`config.mk`:
```
export PLATFORM = sky130hd
export DESIGN_NAME = cprc_top
export DESIGN_NICKNAME = d
export VERILOG_FILES = /design/src/cprc_pkg.sv /design/src/cprc_retry_timer.sv /design/src/cprc_pwm_gen.sv /design/src/cprc_top.sv
export VERILOG_INCLUDE_DIRS = /design/src
export SDC_FILE = /design/constraint.sdc
export NUM_CORES = 1
export LEC_CHECK = 0
export BUFFER_PORTS_ARGS = -buffer_cell sky130_fd_sc_hd__buf_4
export CAP_MARGIN = 25
export CELL_PAD_IN_SITES_DETAIL_PLACEMENT = 1
export CELL_PAD_IN_SITES_GLOBAL_PLACEMENT = 2
export CORE_MARGIN = 4
export CORE_UTILIZATION = 34
export DETAILED_ROUTE_END_ITERATION = 8
export GPL_TIMING_DRIVEN = 0
export PLACE_DENSITY_LB_ADDON = 0.1
export SYNTH_ARGS = -nofsm -noshare
export SYNTH_HDL_FRONTEND = slang
export SYNTH_SLANG_ARGS = --single-unit
```
`constraint.sdc`:
```
create_clock -name clk -period 3.9 [get_ports clk]
set_input_delay 0 -clock clk [delete_from_list [all_inputs] [get_ports clk]]
set_output_delay 0 -clock clk [all_outputs]
set_load 0.05 [all_outputs]
```
`src/cprc_regs.svh`:
```
// Constants for the channel protection and retry controller.
// Assumes a 25 MHz core clock; times are kept in their own units.
`ifndef CPRC_REGS_SVH
`define CPRC_REGS_SVH

`define CPRC_NCH 8
`define CPRC_NPAIR 4
`define CPRC_NPWM 2
`define CPRC_CLK_MHZ 25

// Mode change delay, longest figure, microseconds
`define CPRC_MODE_DLY_US 100
`define CPRC_MODE_DLY_CYC (`CPRC_MODE_DLY_US * `CPRC_CLK_MHZ)
`define CPRC_MODE_CNT_W 12

// Retry enable expiry, milliseconds
`define CPRC_BIM_EXPIRE_MS 40
`define CPRC_BIM_EXPIRE_CYC (`CPRC_BIM_EXPIRE_MS * 1000 * `CPRC_CLK_MHZ)
// Default retry time, microseconds
`define CPRC_RETRY_US 1000
`define CPRC_RETRY_CYC (`CPRC_RETRY_US * `CPRC_CLK_MHZ)
`define CPRC_TMR_W 21

// Status words
`define CPRC_LH_STATUS 16'h8680
`define CPRC_DIAG_SLEEP 16'h0000
`define CPRC_DIAG_PAD 8'h00

// Base oscillator trim
`define CPRC_TRIM_RSV 4'h0
`define CPRC_TRIM_NOM 4'h8
`define CPRC_BASE_DIV 9'h0F4
`define CPRC_TRIM_STEP 9'h00C
`define CPRC_BASE_W 9

// PWM frequency codes and counter
`define CPRC_FREQ_1024 2'h0
`define CPRC_FREQ_512 2'h1
`define CPRC_FREQ_256 2'h2
`define CPRC_FREQ_FULL 2'h3
`define CPRC_PWM_CNT_W 10

`endif

```
`src/cprc_pkg.sv`:
```
// Types shared by the channel protection and retry controller.
// Assumes cprc_regs.svh is compiled alongside.
package cprc_pkg;
  typedef enum logic [1:0] {
    CPRC_ACTIVE,
    CPRC_LIMP,
    CPRC_SLEEP
  } cprc_mode_t;
endpackage

```
`src/cprc_retry_timer.sv`:
```
// Per-channel inrush retry and retry-enable expiry timers.
// Assumes on_cmd and enable are synchronous to clk.
`timescale 1ns/1ns
`default_nettype none
`include "cprc_regs.svh"

module cprc_retry_timer
  import cprc_pkg::*;
#(
  parameter logic [`CPRC_TMR_W-1:0] RETRY_CYC = `CPRC_TMR_W'(`CPRC_RETRY_CYC),
  parameter logic [`CPRC_TMR_W-1:0] EXPIRE_CYC = `CPRC_TMR_W'(`CPRC_BIM_EXPIRE_CYC)
)
(
  // Clock and reset
  input wire logic clk,
  input wire logic nrst,
  // Channel state
  input wire logic on_cmd,
  input wire logic enable,
  // Timer events
  output logic retry_tick,
  output logic expire
);
  logic [`CPRC_TMR_W-1:0] retry_cnt_r;
  logic [`CPRC_TMR_W-1:0] exp_cnt_r;

  // Retry period counted from switch-on
  always_ff @(posedge clk)
  begin
    if (!nrst || !on_cmd || !enable)
    begin
      retry_cnt_r <= '0;
      retry_tick <= 1'b0;
    end
    else if (retry_cnt_r == RETRY_CYC - `CPRC_TMR_W'(1))
    begin
      retry_cnt_r <= '0;
      retry_tick <= 1'b1;
    end
    else
    begin
      retry_cnt_r <= retry_cnt_r + `CPRC_TMR_W'(1);
      retry_tick <= 1'b0;
    end
  end

  // Expiry of the enable bit
  always_ff @(posedge clk)
  begin
    if (!nrst || !enable)
    begin
      exp_cnt_r <= '0;
      expire <= 1'b0;
    end
    else if (exp_cnt_r == EXPIRE_CYC - `CPRC_TMR_W'(1))
    begin
      exp_cnt_r <= exp_cnt_r;
      expire <= 1'b1;
    end
    else
    begin
      exp_cnt_r <= exp_cnt_r + `CPRC_TMR_W'(1);
      expire <= 1'b0;
    end
  end
endmodule
`default_nettype wire

```
`src/cprc_pwm_gen.sv`:
```
// One PWM generator stepped by the shared base tick.
// Assumes base_tick is a one-cycle pulse on clk.
`timescale 1ns/1ns
`default_nettype none
`include "cprc_regs.svh"

module cprc_pwm_gen
  import cprc_pkg::*;
(
  // Clock and reset
  input wire logic clk,
  input wire logic nrst,
  // Timing and settings
  input wire logic base_tick,
  input wire logic [7:0] duty,
  input wire logic [1:0] freq,
  // Output
  output logic pwm_out
);
  logic [`CPRC_PWM_CNT_W-1:0] cnt_r;
  logic [7:0] duty_r;
  logic [7:0] phase;
  logic period_end;

  always_comb
  begin
    phase = cnt_r[9:2];
    period_end = (cnt_r == 10'h3FF);
    unique case (freq)
      `CPRC_FREQ_1024:
      begin
        phase = cnt_r[9:2];
        period_end = (cnt_r == 10'h3FF);
      end
      `CPRC_FREQ_512:
      begin
        phase = cnt_r[8:1];
        period_end = (cnt_r[8:0] == 9'h1FF);
      end
      `CPRC_FREQ_256, `CPRC_FREQ_FULL:
      begin
        phase = cnt_r[7:0];
        period_end = (cnt_r[7:0] == 8'hFF);
      end
    endcase
  end

  always_ff @(posedge clk)
  begin
    if (!nrst)
      cnt_r <= '0;
    else if (base_tick)
      cnt_r <= cnt_r + `CPRC_PWM_CNT_W'(1);
  end

  // New duty taken at period end only
  always_ff @(posedge clk)
  begin
    if (!nrst)
      duty_r <= 8'h00;
    else if (base_tick && period_end)
      duty_r <= duty;
  end

  always_ff @(posedge clk)
  begin
    if (!nrst)
      pwm_out <= 1'b0;
    else
      pwm_out <= (freq == `CPRC_FREQ_FULL) || (phase < duty_r);
  end
endmodule
`default_nettype wire

```
`src/cprc_top.sv`:
```
// Channel protection, pairing, inrush retry, PWM base and mode control.
// Assumes host writes arrive as clk-synchronous levels and pulses;
// pins and analog detector outputs are asynchronous.
//
// Functional notes
// - Pair bits 0..3 join channels 0/2, 1/3, 4/6, 5/7 when set.
// - In a joined pair, a fault on one channel also shuts the partner off.
// - Pairing affects only fault reaction; each channel is switched individually.
// - Without retry, an overload latch-off holds until the host clears it.
// - With retry enabled, a latched channel restarts after the retry time.
// - The retry counter starts when the channel is switched on.
// - Any switch-off, from any source, clears the channel's retry enable.
// - With retry enabled the error flag may set, but no permanent latch-off.
// - A timer clears the retry enable 40 ms after it was set.
// - Retry mode is enabled per channel by its own bit.
// - Inverse current keeps channel state; error only when on and overheated.
// - Two independent PWM generators, each with own duty, frequency, mapping.
// - Both generators share one base frequency trimmed by a 4-bit field.
// - Idle pin low from active with a direct input high enters limp home within 100 us; status 868x.
// - Idle pin low from active with both direct inputs low enters sleep within 100 us; diagnosis reads 0000.
// - Trim code 0000 reserved, 1000 nominal, lower slower, higher faster.
`timescale 1ns/1ns
`default_nettype none
`include "cprc_regs.svh"

module cprc_top
  import cprc_pkg::*;
#(
  parameter logic [`CPRC_TMR_W-1:0] RETRY_CYC = `CPRC_TMR_W'(`CPRC_RETRY_CYC),
  parameter logic [`CPRC_TMR_W-1:0] EXPIRE_CYC = `CPRC_TMR_W'(`CPRC_BIM_EXPIRE_CYC)
)
(
  // Clock and reset
  input wire logic clk,
  input wire logic nrst,
  // Pins
  input wire logic idle_pin,
  input wire logic direct_input_0,
  input wire logic direct_input_1,
  // Host switch commands and input mapping
  input wire logic [7:0] spi_out_on,
  input wire logic [7:0] in0_map,
  input wire logic [7:0] in1_map,
  // Host protection settings
  input wire logic [3:0] pair_sync_bits,
  input wire logic [7:0] overload_latch_clear,
  input wire logic inrush_retry_mode_wr,
  input wire logic [7:0] inrush_retry_mode_data,
  // Host PWM settings
  input wire logic [3:0] pwm_base_trim,
  input wire logic [7:0] pwm0_duty,
  input wire logic [1:0] pwm0_freq,
  input wire logic [7:0] pwm0_map,
  input wire logic [7:0] pwm1_duty,
  input wire logic [1:0] pwm1_freq,
  input wire logic [7:0] pwm1_map,
  // Power stage detectors
  input wire logic [7:0] overload_det,
  input wire logic [7:0] overtemp_det,
  input wire logic [7:0] inverse_det,
  // Channel drive and status
  output logic [7:0] ch_gate,
  output logic [7:0] overload_latched,
  output logic [7:0] channel_error_flag,
  output logic [7:0] inrush_retry_enable,
  output logic [1:0] mode_state,
  output logic [15:0] input_status_report,
  output logic [15:0] std_diag_word
);
  // Two-stage synchronisers for all asynchronous inputs
  logic [26:0] sync1_r;
  logic [26:0] sync2_r;
  logic idle_s;
  logic in0_s;
  logic in1_s;
  logic [7:0] ovl_s;
  logic [7:0] ot_s;
  logic [7:0] inv_s;

  always_ff @(posedge clk)
  begin
    if (!nrst)
    begin
      sync1_r <= '0;
      sync2_r <= '0;
    end
    else
    begin
      sync1_r <= {idle_pin, direct_input_1, direct_input_0,
                  overload_det, overtemp_det, inverse_det};
      sync2_r <= sync1_r;
    end
  end

  assign {idle_s, in1_s, in0_s, ovl_s, ot_s, inv_s} = sync2_r;

  // Mode control
  cprc_mode_t mode_r;
  cprc_mode_t mode_nxt;
  logic [`CPRC_MODE_CNT_W-1:0] mode_cnt_r;
  logic mode_req;

  always_comb
  begin
    mode_nxt = mode_r;
    mode_req = 1'b0;
    unique case (mode_r)
      CPRC_ACTIVE:
      begin
        mode_req = !idle_s;
        if (in0_s || in1_s)
          mode_nxt = CPRC_LIMP;
        else
          mode_nxt = CPRC_SLEEP;
      end
      CPRC_LIMP, CPRC_SLEEP:
      begin
        mode_req = idle_s;
        mode_nxt = CPRC_ACTIVE;
      end
      default:
      begin
        mode_req = 1'b1;
        mode_nxt = CPRC_ACTIVE;
      end
    endcase
  end

  always_ff @(posedge clk)
  begin
    if (!nrst)
    begin
      mode_r <= CPRC_ACTIVE;
      mode_cnt_r <= '0;
    end
    else if (!mode_req)
      mode_cnt_r <= '0;
    else if (mode_cnt_r == `CPRC_MODE_CNT_W'(`CPRC_MODE_DLY_CYC - 1))
    begin
      mode_r <= mode_nxt;
      mode_cnt_r <= '0;
    end
    else
      mode_cnt_r <= mode_cnt_r + `CPRC_MODE_CNT_W'(1);
  end

  logic [`CPRC_BASE_W-1:0] base_div;
  logic [`CPRC_BASE_W-1:0] base_cnt_r;
  logic base_tick_r;

  always_comb
  begin
    if (pwm_base_trim == `CPRC_TRIM_RSV)
      base_div = `CPRC_BASE_DIV;
    else if (pwm_base_trim < `CPRC_TRIM_NOM)
      base_div = `CPRC_BASE_DIV + `CPRC_TRIM_STEP *
                 `CPRC_BASE_W'(`CPRC_TRIM_NOM - pwm_base_trim);
    else
      base_div = `CPRC_BASE_DIV - `CPRC_TRIM_STEP *
                 `CPRC_BASE_W'(pwm_base_trim - `CPRC_TRIM_NOM);
  end

  always_ff @(posedge clk)
  begin
    if (!nrst)
    begin
      base_cnt_r <= '0;
      base_tick_r <= 1'b0;
    end
    else if (base_cnt_r >= base_div - `CPRC_BASE_W'(1))
    begin
      base_cnt_r <= '0;
      base_tick_r <= 1'b1;
    end
    else
    begin
      base_cnt_r <= base_cnt_r + `CPRC_BASE_W'(1);
      base_tick_r <= 1'b0;
    end
  end

  logic [1:0] pwm_out;
  logic [7:0] pwm_duty [2];
  logic [1:0] pwm_freq [2];
  assign pwm_duty[0] = pwm0_duty;
  assign pwm_duty[1] = pwm1_duty;
  assign pwm_freq[0] = pwm0_freq;
  assign pwm_freq[1] = pwm1_freq;

  genvar g;
  generate
    for (g = 0; g < `CPRC_NPWM; g++)
    begin : gen_pwm
      cprc_pwm_gen u_pwm (
        .clk(clk),
        .nrst(nrst),
        .base_tick(base_tick_r),
        .duty(pwm_duty[g]),
        .freq(pwm_freq[g]),
        .pwm_out(pwm_out[g])
      );
    end
  endgenerate

  // Switch commands from every source
  logic [7:0] cmd_on;
  logic [7:0] cmd_on_r;
  logic [7:0] fault;
  logic [7:0] retry_tick;
  logic [7:0] expire;

  always_comb
  begin
    unique case (mode_r)
      CPRC_ACTIVE:
        cmd_on = spi_out_on | ({8{in0_s}} & in0_map) | ({8{in1_s}} & in1_map) |
                 ({8{pwm_out[0]}} & pwm0_map) | ({8{pwm_out[1]}} & pwm1_map);
      CPRC_LIMP:
        cmd_on = ({8{in0_s}} & in0_map) | ({8{in1_s}} & in1_map);
      default:
        cmd_on = 8'h00;
    endcase
  end

  always_ff @(posedge clk)
  begin
    if (!nrst)
      cmd_on_r <= 8'h00;
    else
      cmd_on_r <= cmd_on;
  end

  generate
    for (g = 0; g < `CPRC_NCH; g++)
    begin : gen_ch
      localparam int PARTNER = g ^ 2;
      localparam int PAIR = ((g >> 2) << 1) | (g & 1);

      assign fault[g] = ch_gate[g] && !inv_s[g] && (ovl_s[g] || ot_s[g]);

      cprc_retry_timer #(
        .RETRY_CYC(RETRY_CYC),
        .EXPIRE_CYC(EXPIRE_CYC)
      ) u_tmr (
        .clk(clk),
        .nrst(nrst),
        .on_cmd(cmd_on[g]),
        .enable(inrush_retry_enable[g]),
        .retry_tick(retry_tick[g]),
        .expire(expire[g])
      );

      // Latched overload state; set wins over clear
      always_ff @(posedge clk)
      begin
        if (!nrst)
          overload_latched[g] <= 1'b0;
        else if (fault[g] || (pair_sync_bits[PAIR] && fault[PARTNER]))
          overload_latched[g] <= 1'b1;
        else if (overload_latch_clear[g])
          overload_latched[g] <= 1'b0;
        else if (inrush_retry_enable[g] && retry_tick[g])
          overload_latched[g] <= 1'b0;
      end

      // Error flag; set wins over clear
      always_ff @(posedge clk)
      begin
        if (!nrst)
          channel_error_flag[g] <= 1'b0;
        // overheat while on under inverse current
        else if (fault[g] || (ch_gate[g] && inv_s[g] && ot_s[g]))
          channel_error_flag[g] <= 1'b1;
        else if (overload_latch_clear[g])
          channel_error_flag[g] <= 1'b0;
      end

      always_ff @(posedge clk)
      begin
        if (!nrst)
          inrush_retry_enable[g] <= 1'b0;
        else if (inrush_retry_mode_wr)
          inrush_retry_enable[g] <= inrush_retry_mode_data[g];
        else if (cmd_on_r[g] && !cmd_on[g])
          inrush_retry_enable[g] <= 1'b0;
        else if (expire[g])
          inrush_retry_enable[g] <= 1'b0;
      end

      // each channel follows its own command
      always_ff @(posedge clk)
      begin
        if (!nrst)
          ch_gate[g] <= 1'b0;
        else
          ch_gate[g] <= cmd_on[g] && !overload_latched[g] && !fault[g] &&
                        !(pair_sync_bits[PAIR] && fault[PARTNER]);
      end
    end
  endgenerate

  // Mode and status words
  always_ff @(posedge clk)
  begin
    if (!nrst)
      mode_state <= 2'(CPRC_ACTIVE);
    else
      mode_state <= 2'(mode_r);
  end

  always_ff @(posedge clk)
  begin
    if (!nrst)
      input_status_report <= `CPRC_DIAG_SLEEP;
    else if (mode_r == CPRC_LIMP)
      input_status_report <= `CPRC_LH_STATUS | {14'h0000, in1_s, in0_s};
    else
      input_status_report <= {`CPRC_DIAG_PAD, 6'h00, in1_s, in0_s};
  end

  always_ff @(posedge clk)
  begin
    if (!nrst)
      std_diag_word <= `CPRC_DIAG_SLEEP;
    else if (mode_r == CPRC_SLEEP)
      std_diag_word <= `CPRC_DIAG_SLEEP;
    else
      std_diag_word <= {`CPRC_DIAG_PAD, channel_error_flag};
  end
endmodule
`default_nettype wire

```
==> After elaboration in Yosys (flattened, before gate mapping) <==
Cells that the tools add are included.
{ "totals": {"ram_bits": 0, "reg_bits": 542, "mem_bits_ro": 0, "latch_bits": 0, "out_inout_bits": 66, "inputBits": 114, "n_memories": 0} }
{ "classes": {"shift": 0, "reduce_logical": 226, "n_lt_le_gt_ge": 4, "muxes": 92, "n_eq_ne": 31, "add_sub_neg": 25, "div_mod_pow": 0, "bitwise_logic": 11, "mul": 2} }
{ "op_table": {"columns": ["cell", "n"], "rows": [
  ["21-bit by 1-bit adder with 21-bit output, second input constant", 16],
  ["21-bit by 15-bit equality test with 1-bit output, second input constant", 8],
  ["21-bit by 20-bit equality test with 1-bit output, second input constant", 8],
  ["1-bit logical AND", 82],
  ["1-bit 2-to-1 mux", 81],
  ["1-bit logical OR", 51],
  ["1-bit zero test", 50],
  ["8-bit one-hot mux with 3 select lines", 2],
  ["3-bit nonzero test", 16],
  ["8-bit OR", 5],
  ["8-bit AND", 4],
  ["2-bit OR reduction", 13],
  ["10-bit by 1-bit adder with 10-bit output, second input constant", 2],
  ["10-bit equality test, second input constant", 2],
  ["9-bit equality test, second input constant", 2],
  ["2-bit by 9-bit multiplier with 7-bit output, first input constant", 2],
  ["9-bit 2-to-1 mux", 2],
  ["8-bit equality test, second input constant", 2],
  ["8-bit less-than comparator", 2],
  ["16-bit 2-to-1 mux", 1],
  ["8-bit one-hot mux with 2 select lines", 1],
  ["2-bit nonzero test", 8],
  ["12-bit by 1-bit adder with 12-bit output, second input constant", 1],
  ["12-bit equality test, second input constant", 1],
  ["18 further kinds", 29]
]} }

==> Logic depth before layout (Yosys ltp) <==
Gate-level depths: netlist (run 1).
{ "depth": {"ltp_word": 10, "ltp_mapped": 18, "mapped_depth_nobuf": 17} }

==> Modules after synthesis <==
A second synthesis (run 1) with hierarchy kept.
{ "unflattened": {"hier_cells": 2735, "hier_area_um2": 24597.3} }
{ "modules_own_cells": {"columns": ["module", "seq_area_each_um2", "area_per_inst_um2", "instances", "cells_each"], "rows": [
  ["cprc_retry_timer", 880.8, 2052.0, 8, 231],
  ["cprc_top", 2622.5, 5642.9, 1, 589],
  ["cprc_pwm_gen (gen_pwm[0].u_pwm)", 380.4, 1332.5, 1, 155],
  ["cprc_pwm_gen (gen_pwm[1].u_pwm)", 380.4, 1206.2, 1, 143]
]} }

==> Worst setup path after synthesis (run 1) <==
No wires, ideal clock.
{ "synth_timing": {"kind": "input port to flip-flop", "from": "input pwm_base_trim[0]", "to": "register base_cnt_r[2]", "required_ps": 3762, "setup_time_ps": 138, "stages": 18, "slack_ps": 255, "arrival_ps": 3507, "cell_sequence": "inv_1 -> ha_1 -> buf_2 -> xnor2_2 -> inv_2 -> fa_1 -> xor2_1 -> and3_1 -> or3_1 -> a21oi_1 -> nand4_1 -> xnor2_1 -> ha_1 -> o21a_1 -> o21a_1 -> nand2_1 -> o211ai_1 -> nor2_1"} }
{ "synth_via": {"elab_chain_cells": 8, "word_cells_on_any_way": 13, "cone_classes": "5 x add/sub; 2 x mul; 2 x order compare; 2 x mux; 2 x reduce/logical"} }
{ "synth_rtl": {"columns": ["item", "line_no", "rtl"], "rows": [
  ["start, declared", "cprc_top.sv:50", "input wire logic [3:0] pwm_base_trim,"],
  ["4-bit by 4-bit subtractor with 5-bit output (no line)", null, null],
  ["2-bit by 9-bit multiplier with 7-bit output (no line)", null, null],
  ["8-bit by 9-bit subtractor with 9-bit output (no line) / 8-bit by 9-bit adder with 9-bit output (equally long branches)", null, null],
  ["9-bit 2-to-1 mux", "cprc_top.sv:155", "else if (pwm_base_trim < `CPRC_TRIM_NOM)"],
  ["9-bit 2-to-1 mux (*)", "cprc_top.sv:153", "if (pwm_base_trim == `CPRC_TRIM_RSV)"],
  ["9-bit by 1-bit subtractor with 9-bit output (*)", "cprc_top.sv:170", "else if (base_cnt_r >= base_div - `CPRC_BASE_W'(1))"],
  ["9-bit >= comparator (*)", "cprc_top.sv:170", null],
  ["2-bit OR reduction (no line) (*)", null, null],
  ["end signal, assigned", "cprc_top.sv:177", "base_cnt_r <= base_cnt_r + `CPRC_BASE_W'(1);"],
  ["end, declared", "cprc_top.sv:148", "logic [`CPRC_BASE_W-1:0] base_cnt_r;"]
]} }
Every way passes the cells marked *; elsewhere a longest branch is shown, timed or not.
A chain may end at the register's enable or synchronous reset.

==> Final worst setup path (run 1) <==
{ "layout_timing": {"from": "input pwm_base_trim[0]", "to": "register base_tick_r"} }
{ "layout_via": {"elab_chain_cells": 8, "word_cells_on_any_way": 13, "cone_classes": "5 x add/sub; 2 x mul; 2 x order compare; 3 x mux; 1 x reduce/logical"} }
{ "layout_rtl": {"columns": ["item", "line_no", "rtl"], "rows": [
  ["4-bit by 4-bit subtractor with 5-bit output (no line)", null, null],
  ["2-bit by 9-bit multiplier with 7-bit output (no line)", null, null],
  ["8-bit by 9-bit subtractor with 9-bit output (no line) / 8-bit by 9-bit adder with 9-bit output (equally long branches)", null, null],
  ["9-bit 2-to-1 mux", "cprc_top.sv:155", null],
  ["9-bit 2-to-1 mux (*)", "cprc_top.sv:153", null],
  ["9-bit by 1-bit subtractor with 9-bit output (*)", "cprc_top.sv:170", null],
  ["9-bit >= comparator (*)", "cprc_top.sv:170", null],
  ["1-bit 2-to-1 mux (*)", "cprc_top.sv:170", null],
  ["end signal, assigned", "cprc_top.sv:168", "base_tick_r <= 1'b0;"],
  ["end signal, assigned", "cprc_top.sv:173", "base_tick_r <= 1'b1;"],
  ["end signal, assigned", "cprc_top.sv:178", "base_tick_r <= 1'b0;"],
  ["end, declared", "cprc_top.sv:149", "logic base_tick_r;"]
]} }
Marked as above.

==> results of run 1 <==
worst min path at each step:
stage / from / to / cells past startpoint
2_1_floorplan: inverse_det[0] / sync1_r[0] / 1
3_3_place_gp: inverse_det[1] / sync1_r[1] / 2
3_5_place_dp: overtemp_det[1] / sync1_r[9] / 2
4_1_cts: spi_out_on[4] / cmd_on_r[4] / 5
5_1_grt: spi_out_on[4] / cmd_on_r[4] / 5
6_report: spi_out_on[4] / cmd_on_r[4] / 5
what timing repair did:
item                                   4_1_cts  5_1_grt
buffers inserted                             0        3
endpoints found under the hold margin       83        0
hold buffers                                74        0
gates resized for setup                      0        3
setup endpoints to repair                    0       11
power by group through the flow:
| stage | Clock [W] | Sequential [W] | Combinational, W |
|---|---|---|---|
| final | 0.00571 | 0.00544 | 0.000822 |
| after global routing | 0.00617 | 0.00544 | 0.000893 |
| after CTS | 0.00594 | 0.00544 | 0.000821 |
| after detailed placement | 0 | 0.00555 | 0.000755 |
| after global placement | 0 | 0.00555 | 0.000732 |
| after floorplan | 0 | 0.00559 | 0.000384 |
cell families (layout without fill, tap and decap cells):
| group | count (synthesis) | after routing | synth area share |
|---|---|---|---|
| xor+xnor | 325 | 325 | 0.1230 |
| mux | 47 | 47 | 0.02043 |
| flops | 521 | 521 | 0.4494 |
| buf+inv | 192 | 536 | 0.03596 |
| other cells | 1 | 22 | 0.0001616 |
| fa+ha+maj | 60 | 60 | 0.03300 |
| simple gates | 1263 | 1263 | 0.2727 |
| compound gates | 235 | 235 | 0.06534 |
metal layers:
metal,part of all wire,track usage,vias up
li1,-,-,9583
met1,0.47,0.2425,9302
met2,0.46,0.3029,263
met3,0.053,0.03636,91
met4,0.021,0.04578,2
met5,0.00019,0,-
through the flow:
stage | setup slack (ns) | hold slack, ns | std cells
CTS | 0.01799 | 0.01283 | 3874
floorplan | 0.2548 | 0.1273 | 2661
global placement | -0.4859 | 0.2096 | 3691
detailed placement | -0.6357 | 0.2135 | 3696
global route | 0.0006470 | 0.07431 | 3878
finish | 0.3944 | 0.06387 | 3882
layout make-up:
class / count / area share
Buffer: 115 / 0.01919
Tap cell: 873 / 0.03842
Clock inverter: 17 / 0.009287
Multi-Input combinational cell: 1948 / 0.4231
Inverter: 77 / 0.01017
Sequential cell: 521 / 0.3669
Clock buffer: 87 / 0.06126
Timing Repair Buffer: 240 / 0.07134
Antenna cell: 4 / 0.0003521
critical path, stage by stage:
cell and delay, ns:
buf_4 0.13, inv_1 0.09, ha_1 0.19, buf_2 0.18, xnor2_4 0.23, inv_2 0.11
fa_1 0.52, xor2_1 0.24, and3_1 0.23, or3_1 0.34, a21oi_2 0.23, nand4_1 0.13
xnor2_1 0.21, ha_1 0.27, a211o_1 0.30, a21oi_1 0.19, o21ai_0 0.17, and2_1 0.22
synthesized netlist by cell type, types with 4 or more instances:
cell type / instances / area share
or3_1: 46 / 0.012
a222oi_1: 6 / 0.0026
xnor2_1: 136 / 0.051
a211oi_1: 11 / 0.0036
nor4_1: 46 / 0.012
o31ai_1: 4 / 0.0013
inv_1: 75 / 0.012
a21o_1: 9 / 0.0029
mux2i_1: 44 / 0.019
o21a_1: 12 / 0.0039
and3_1: 47 / 0.013
clkbuf_1: 77 / 0.012
nand2_1: 183 / 0.030
o21ai_0: 74 / 0.016
nand4_1: 79 / 0.021
nor4b_1: 7 / 0.0026
or4_1: 9 / 0.0029
a21oi_1: 57 / 0.012
nor2_1: 406 / 0.066
nor2b_1: 48 / 0.013
nor3_1: 57 / 0.012
ha_1: 58 / 0.031
nand2b_1: 15 / 0.0040
a21boi_0: 21 / 0.0068
o211ai_1: 9 / 0.0029
nand3_1: 150 / 0.032
buf_2: 4 / 0.00086
nor3b_1: 28 / 0.0091
buf_4: 29 / 0.0094
buf_1: 5 / 0.00081
and4_1: 23 / 0.0087
and2_1: 99 / 0.027
xor2_1: 188 / 0.071
dfxtp_1: 521 / 0.45
or2_2: 5 / 0.0013
a221o_1: 8 / 0.0035
state kept, by name (all words and copies together) (netlist names), 9 cells and up:
signal,count
mode_cnt_r,12
sync1_r,27
base_cnt_r,9
gen_pwm.u_pwm.duty_r,16
gen_ch.u_tmr.retry_cnt_r,168
gen_ch.u_tmr.exp_cnt_r,168
sync2_r,27
gen_pwm.u_pwm.cnt_r,20
==> results.sh, run 1 <==
export IMPL_p_sw_frac=0.2328
export IMPL_areaGrowthSynthToFinish_pct=22.50
export IMPL_layout_commonest_cell="dfxtp_1"
export IMPL_critPathMaxFanout=8
export IMPL_synth_edff_count=0
export IMPL_power_leakage_nw=10.22
export IMPL_fin_skew_ns=0.02648
export IMPL_grt_first_pass_wirelength_mm=108.6
export IMPL_rr_worst_depth=8
export IMPL_internal_power_w=0.009185
export IMPL_tritoncts="yes"
export IMPL_overflow=0
export IMPL_final_cell_area_mm2=0.02843
export IMPL_reg2reg_slack_ns=0.45
export IMPL_final_setup_viol_count=0
export IMPL_die_x_um=269.3
export IMPL_min_period_ns=3.506
export IMPL_rsz0062_at_grt="false"
export IMPL_htreeDepth=2
export IMPL_clock_latency_ns=0.63
export IMPL_cts_buffer_depth=3
export IMPL_fmax_mhz=285.3
export IMPL_power_density_mw_per_mm2=421.2
export IMPL_seq_power_share=0.454
export IMPL_layout_nets=3136
export IMPL_timing_rr_start="mode_r[1]"
export IMPL_arrival_ns=3.99
export IMPL_ys_types=69
export IMPL_drt_iter0_markers=752
export IMPL_maxCapViolations=0
export IMPL_gp_congestion=0.7943
export IMPL_utilization=0.4218
export IMPL_worst_slew_pin_slew_ns=1.291
export IMPL_cp_startpoint="pwm_base_trim[0]"
export IMPL_dp_hpwl_mm=49.39
export IMPL_timing_rr_end="ch_gate[6]"
export IMPL_drc_errors=0
export IMPL_wl_mm=67.26
export IMPL_io_buffer_count=157
export IMPL_worstSetupStartpointType="input port"
export IMPL_syn_area_mm2=0.02321
export IMPL_std_cell_rows=95
export IMPL_path_clk_slew_ns=0.06
export IMPL_ys_ff_latch=521
export IMPL_hp_class="input port to flip-flop"
export IMPL_cts_buffers=59
export IMPL_status="finished, final reports clean"
export IMPL_peakVddDrop_mv=0.2974
export IMPL_synth_top_flop_cell="dfxtp_1"
export IMPL_total_power_w=0.01197
export IMPL_firstDrtPassIters=5
export IMPL_vias=19241
export IMPL_finalHoldViolations=0
export IMPL_cts_root_buf="clkbuf_16"
export IMPL_grt_pass1_vias=19977
export IMPL_dpl_cell_area_mm2=0.02561
export IMPL_endpoint="base_tick_r"
export IMPL_slew_headroom=0.1395
export IMPL_syn_inst=2644
export IMPL_p_comb_frac=0.069
export IMPL_start_util=0.3443
export IMPL_cp_required_ns=4.39
export IMPL_async_flop_share=0
export IMPL_switching_power_w=0.002788
export IMPL_slew_violations=0
export IMPL_post_drt_wl_per_cell_um=17.33
export IMPL_grt_start_max_net_pins=16
export IMPL_grt_usage=0.1817
export IMPL_regArea_mm2=0.01043
export IMPL_multi_input_area_mm2=0.01203
export IMPL_antenna_found_initial=10
export IMPL_drive_gt1_frac=0.1052
export IMPL_clockPowerShare=0.477
export IMPL_pin_count=180
export IMPL_die_h_um=269.3
export IMPL_criticalPathCategory="input port to flip-flop"
export IMPL_final_cell_mix="dfxtp_1 (521), nor2_1 (406), buf_4 (189)"
export IMPL_coreArea_mm2=0.06740
export IMPL_synth_warnings=0
export IMPL_syn_area_per_cell_um2=8.777
export IMPL_numClockSinks=521
export IMPL_end_kind="flip-flop"
export IMPL_fill_cells=7803
export IMPL_die_area_mm2=0.07250
export IMPL_antenna_left=0
export IMPL_min_period_over_period=0.8989
export IMPL_fin_tns_setup_ns=0
export IMPL_viasPerCell=4.956
export IMPL_seq_area_frac_synth=0.4494
Note: power is estimated with default switching activity, not from simulation.
==> run 2, diff against run 1 <==
- MAX_ROUTING_LAYER: default -> met4
==> results.sh, run 2 (synthesized netlist as in run 1, its figures left out) <==
export IMPL_cts_root_buf="clkbuf_16"
export IMPL_criticalPathCategory="input port to flip-flop"
export IMPL_firstDrtPassIters=5
export IMPL_cp_required_ns=4.39
export IMPL_power_leakage_nw=10.22
export IMPL_fin_tns_setup_ns=0
export IMPL_coreArea_mm2=0.06740
export IMPL_htreeDepth=2
export IMPL_hp_class="input port to flip-flop"
export IMPL_final_cell_mix="dfxtp_1 (521), nor2_1 (406), buf_4 (189)"
export IMPL_status="finished, final reports clean"
export IMPL_drc_errors=0
export IMPL_pin_count=180
export IMPL_power_density_mw_per_mm2=421.4
export IMPL_tritoncts="yes"
export IMPL_layout_nets=3136
export IMPL_arrival_ns=3.99
export IMPL_holdPathEnd="cmd_on_r[4]"
export IMPL_die_h_um=269.3
export IMPL_min_delay_start="spi_out_on[4]"
export IMPL_max_stage_delay_ns=0.52
export IMPL_timing_rr_start="mode_r[1]"
export IMPL_fill_cells=7804
export IMPL_start_util=0.3443
export IMPL_die_x_um=269.3
export IMPL_vias=19294
export IMPL_timing_rr_end="ch_gate[6]"
export IMPL_maxCapViolations=0
export IMPL_crit_path_frequent_cell="ha_1"
export IMPL_drive_gt1_frac=0.1052
export IMPL_io_buffer_count=157
export IMPL_cts_buffer_depth=3
export IMPL_peakVddDrop_mv=0.2969
export IMPL_wl_mm=67.29
export IMPL_cpMaxStageDelayCell="fa_1"
export IMPL_whs_path_depth=5
export IMPL_path_clk_slew_ns=0.06
export IMPL_antenna_found_initial=10
export IMPL_fin_skew_ns=0.02739
export IMPL_grt_usage=0.1871
export IMPL_grt_first_pass_wirelength_mm=108.6
export IMPL_final_setup_viol_count=0
export IMPL_std_cell_rows=95
export IMPL_overflow=0
export IMPL_worst_slew_pin_slew_ns=1.293
export IMPL_total_power_w=0.01198
export IMPL_slew_violations=0
export IMPL_rr_worst_depth=8
export IMPL_finalHoldViolations=0
export IMPL_die_area_mm2=0.07250
export IMPL_fmax_mhz=285.2
export IMPL_cts_buffers=59
export IMPL_path_cells="buf_4, inv_1, ha_1, buf_2, xnor2_4, inv_2, fa_1, xor2_1, and3_1, or3_1, a21oi_2, nand4_1, xnor2_1, ha_1, a211o_1, a21oi_1, o21ai_0, and2_1"
export IMPL_top_regs="gen_ch.u_tmr.exp_cnt_r x168, gen_ch.u_tmr.retry_cnt_r x168"
export IMPL_critPathMaxFanout=8
export IMPL_whs_ns=0.05837
export IMPL_gp_congestion=0.8056
export IMPL_min_period_ns=3.506
export IMPL_numClockSinks=521
export IMPL_drt_iter0_markers=810
export IMPL_antenna_left=0
export IMPL_slew_headroom=0.1380
export IMPL_post_drt_wl_per_cell_um=17.34
export IMPL_areaGrowthSynthToFinish_pct=22.49
export IMPL_layout_commonest_cell="dfxtp_1"
export IMPL_grt_pass1_vias=19993
export IMPL_rsz0062_at_grt="false"
export IMPL_reg2reg_slack_ns=0.49
export IMPL_clock_latency_ns=0.63
export IMPL_dp_hpwl_mm=49.39
export IMPL_min_period_over_period=0.8989
export IMPL_grt_start_max_net_pins=16
export IMPL_worstSetupStartpointType="input port"
export IMPL_end_kind="flip-flop"
export IMPL_viasPerCell=4.971
==> run 2: changes by cell type in the layout (fill, tap and decap cells not counted), sizes merged <==
cell / delta
diode: -1
==> run 2: layout make-up <==
class	count	area [um2]	share of cell area
sequential	521	10430	0.3669
multi-input combinational	1948	12030	0.4231
antenna	3	7.507	0.0002641
buffer	115	545.5	0.01919
timing repair buffer	240	2028	0.07135
tap	873	1092	0.03843
clock buffer	87	1742	0.06127
clock inverter	17	264.0	0.009287
inverter	77	289.0	0.01017
==> run 2: routing by layer <==
metal  vias to the layer above  part of all wire  track usage
li1                       9592                 -            -
met5                         -                 0            -
met1                      9341              0.47       0.2428
met2                       265              0.46       0.3029
met4                         0             0.021      0.04578
met3                        96             0.050      0.03583
==> run 2: worst max-delay path, delay by kind of cell <==
| kind | cells | cell delay (ns) |
|---|---|---|
| and+or+nand+nor | 4 | 0.92 |
| xor gates and xnor gates | 3 | 0.68 |
| AOI/OAI and AO/OA | 4 | 0.89 |
| buffers and inverters | 4 | 0.51 |
| adders and majority gates | 3 | 0.98 |
==> run 2: per-stage QoR <==
step / cells / setup slack, ns / area [um2] / util
floorplan: 2661 / 0.2548 / 23270 / -
global placement: 3691 / -0.4859 / 25540 / 0.3790
detailed placement: 3696 / -0.6357 / 25610 / 0.3800
CTS: 3874 / 0.01799 / 28360 / 0.4208
global route: 3880 / 0.005219 / 28420 / 0.4217
finish: 3881 / 0.3943 / 28430 / 0.4218
==> run 2: worst max path at each step <==
stage / end / from / cells past startpoint / slack, ns
after global placement: base_cnt_r[3] / pwm_base_trim[0] / 19 / -0.49
after floorplan: base_cnt_r[2] / pwm_base_trim[0] / 18 / 0.25
final: base_tick_r / pwm_base_trim[0] / 18 / 0.39
after detailed placement: base_cnt_r[6] / pwm_base_trim[0] / 19 / -0.64
after CTS: base_cnt_r[3] / pwm_base_trim[0] / 19 / 0.02
after global routing: base_cnt_r[5] / pwm_base_trim[0] / 19 / 0.005
==> run 2: repair_timing <==
action | 4_1_cts | 5_1_grt
gates resized for setup | 0 | 3
hold buffers | 74 | 0
endpoints found under the hold margin | 83 | 0
endpoints found under the setup margin | 0 | 12
setup buffers | 0 | 3
==> run 2: report_power, final <==
part | leakage, nW | switching [W] | internal, W
clock | 0.987 | 0.00226 | 0.00346
combinational | 5.02 | 0.000489 | 0.000333
sequential | 4.22 | 0.0000471 | 0.00539
total | 10.2 | 0.00279 | 0.00919
==> run 3, diff against run 2 <==
- CORE_UTILIZATION: 34 -> 35
- CTS_BUF_LIST: default -> sky130_fd_sc_hd__clkbuf_4
==> results.sh, run 3 (synthesized netlist as in run 1, its figures left out) <==
export IMPL_p_sw_frac=0.2514
export IMPL_timing_rr_end="gen_ch[0].u_tmr.retry_cnt_r[12]"
export IMPL_overflow=0
export IMPL_top_usage_layer="met2"
export IMPL_start_util=0.3530
export IMPL_fmax_mhz=276.6
export IMPL_cp_required_ns=4.67
export IMPL_switching_power_w=0.002878
export IMPL_antenna_found_initial=10
export IMPL_numClockSinks=521
export IMPL_gp_congestion=0.8108
export IMPL_final_cells=4125
export IMPL_peakVddDrop_mv=0.2029
export IMPL_grt_start_max_net_pins=17
export IMPL_internal_power_w=0.008571
export IMPL_final_setup_viol_count=0
export IMPL_clock_latency_ns=0.93
export IMPL_grt_usage=0.2014
export IMPL_dpl_cell_area_mm2=0.02564
export IMPL_vias=20267
export IMPL_io_buffer_count=157
export IMPL_grt_util_met1=0.2509
export IMPL_reg2reg_slack_ns=0.28
export IMPL_dp_cells=3689
export IMPL_met3_usage=0.04819
export IMPL_p_comb_frac=0.078
export IMPL_path_clk_slew_ns=0.06
export IMPL_final_cell_mix="dfxtp_1 (521), nor2_1 (406), clkbuf_4 (210)"
export IMPL_hp_class="input port to flip-flop"
export IMPL_criticalPathCategory="flip-flop to flip-flop"
export IMPL_firstDrtPassIters=4
export IMPL_viasPerCell=4.913
export IMPL_min_period_ns=3.616
export IMPL_rsz0062_at_grt="false"
export IMPL_pin_count=180
export IMPL_min_period_over_period=0.9271
export IMPL_end_kind="flip-flop"
export IMPL_slew_headroom=0.3050
export IMPL_cts_root_buf="clkbuf_4"
export IMPL_finalHoldViolations=0
export IMPL_fill_cells=7762
export IMPL_use_met2=0.3210
export IMPL_utilization=0.4458
export IMPL_power_leakage_nw=10.75
export IMPL_endpoint="gen_ch[0].u_tmr.retry_cnt_r[12]"
export IMPL_cp_startpoint="mode_r[1]"
export IMPL_final_cell_area_mm2=0.02931
export IMPL_maxCapViolations=0
export IMPL_coreArea_mm2=0.06575
export IMPL_rr_worst_depth=9
export IMPL_layout_commonest_cell="dfxtp_1"
export IMPL_grt_first_pass_wirelength_mm=112.7
export IMPL_post_drt_wl_per_cell_um=16.78
export IMPL_cts_buffers=148
export IMPL_cts_buffer_depth=3
export IMPL_top_regs="gen_ch.u_tmr.exp_cnt_r x168, gen_ch.u_tmr.retry_cnt_r x168"
export IMPL_worst_slew_pin_slew_ns=1.043
export IMPL_arrival_ns=4.39
export IMPL_std_cell_rows=94
export IMPL_dp_hpwl_mm=48.99
export IMPL_wl_mm=69.20
export IMPL_power_density_mw_per_mm2=390.6
export IMPL_tritoncts="yes"
export IMPL_die_h_um=265.5
export IMPL_layout_nets=3327
export IMPL_status="finished, final reports clean"
export IMPL_fin_skew_ns=0.04914
export IMPL_drc_errors=0
export IMPL_grt_pass1_vias=21625
export IMPL_antenna_left=0
export IMPL_drive_gt1_frac=0.1377
export IMPL_drt_iter0_markers=765
export IMPL_critPathMaxFanout=10
export IMPL_seq_power_share=0.475
export IMPL_worstSetupStartpointType="flip-flop"
export IMPL_die_x_um=265.5
export IMPL_areaGrowthSynthToFinish_pct=26.30
export IMPL_slew_violations=0
export IMPL_die_area_mm2=0.07049
export IMPL_htreeDepth=4
export IMPL_timing_rr_start="mode_r[1]"
export IMPL_clockPowerShare=0.447
[run 3: cell count changes in the layout (fill, tap and decap cells not counted), sizes merged]
cell | previous run | this run
buf | 204 | 205
inv | 76 | 78
clkinv | 11 | 34
clkbuf | 164 | 287
diode | 3 | 7
bufinv | 6 | 5
dlygate4sd3 | 74 | 175
[run 3: how the worst min path moves through the flow]
stage | from | to | slack [ns] | depth (start not counted)
6_report | spi_out_on[2] | cmd_on_r[2] | 0.15 | 5
5_1_grt | pair_sync_bits[1] | ch_gate[3] | 0.13 | 5
4_1_cts | spi_out_on[2] | cmd_on_r[2] | 0.006 | 5
3_5_place_dp | inverse_det[1] | sync1_r[1] | 0.22 | 2
3_3_place_gp | overtemp_det[2] | sync1_r[10] | 0.21 | 2
2_1_floorplan | inverse_det[0] | sync1_r[0] | 0.13 | 1
[run 3: power by group through the flow]
stage	sequential, W	combinational, W	clock (W)
final	0.00544	0.000891	0.00512
after global routing	0.00544	0.000967	0.00568
after CTS	0.00543	0.000888	0.00537
after detailed placement	0.00555	0.000752	0
after global placement	0.00555	0.000731	0
after floorplan	0.00559	0.000384	0
[run 3: critical path, cell delays in order (launching register included)]
cell           delay (ns)
dfxtp_1              0.41
inv_1                0.09
ha_1                 0.22
clkbuf_1             0.33
a222oi_1             0.87
dlygate4sd3_1        0.77
nor3_1               0.11
nand2b_1             0.18
clkbuf_1             0.41
nor2_1               0.09
[run 3: layout make-up]
class,instances,area (um2),area share
multi-input combinational,1948,12010,0.4097
sequential,521,10430,0.3558
timing repair buffer,342,3067,0.1046
clock buffer,210,1577,0.05378
tap,864,1081,0.03688
buffer,115,545.5,0.01861
clock inverter,41,296.5,0.01012
inverter,77,289.0,0.009860
antenna,7,17.52,0.0005976
[run 3: layer usage]
| layer | wire length (um) | up-vias |
|---|---|---|
| li1 | - | 10060 |
| met3 | 3535 | 114 |
| met5 | 0 | - |
| met1 | 32140 | 9735 |
| met4 | 1769 | 0 |
| met2 | 31750 | 358 |
[run 3: through the flow]
step	TNS, ns	power (W)	setup slack [ns]	hold WS, ns
3_5_place_dp	-4.993	0.006306	-0.5303	0.2153
3_3_place_gp	-4.113	0.006281	-0.4399	0.2096
2_1_floorplan	0	0.005978	0.2548	0.1273
4_1_cts	0	0.01169	0.1864	0.006232
5_1_grt	0	0.01208	0.01191	0.1307
6_report	0	0.01145	0.2843	0.1459
[run 3: timing repair]
item	in CTS	in global routing
resized for setup	0	0
setup endpoints to repair	0	22
endpoints found under the hold margin	131	0
buffers inserted	0	2
hold buffers	175	0
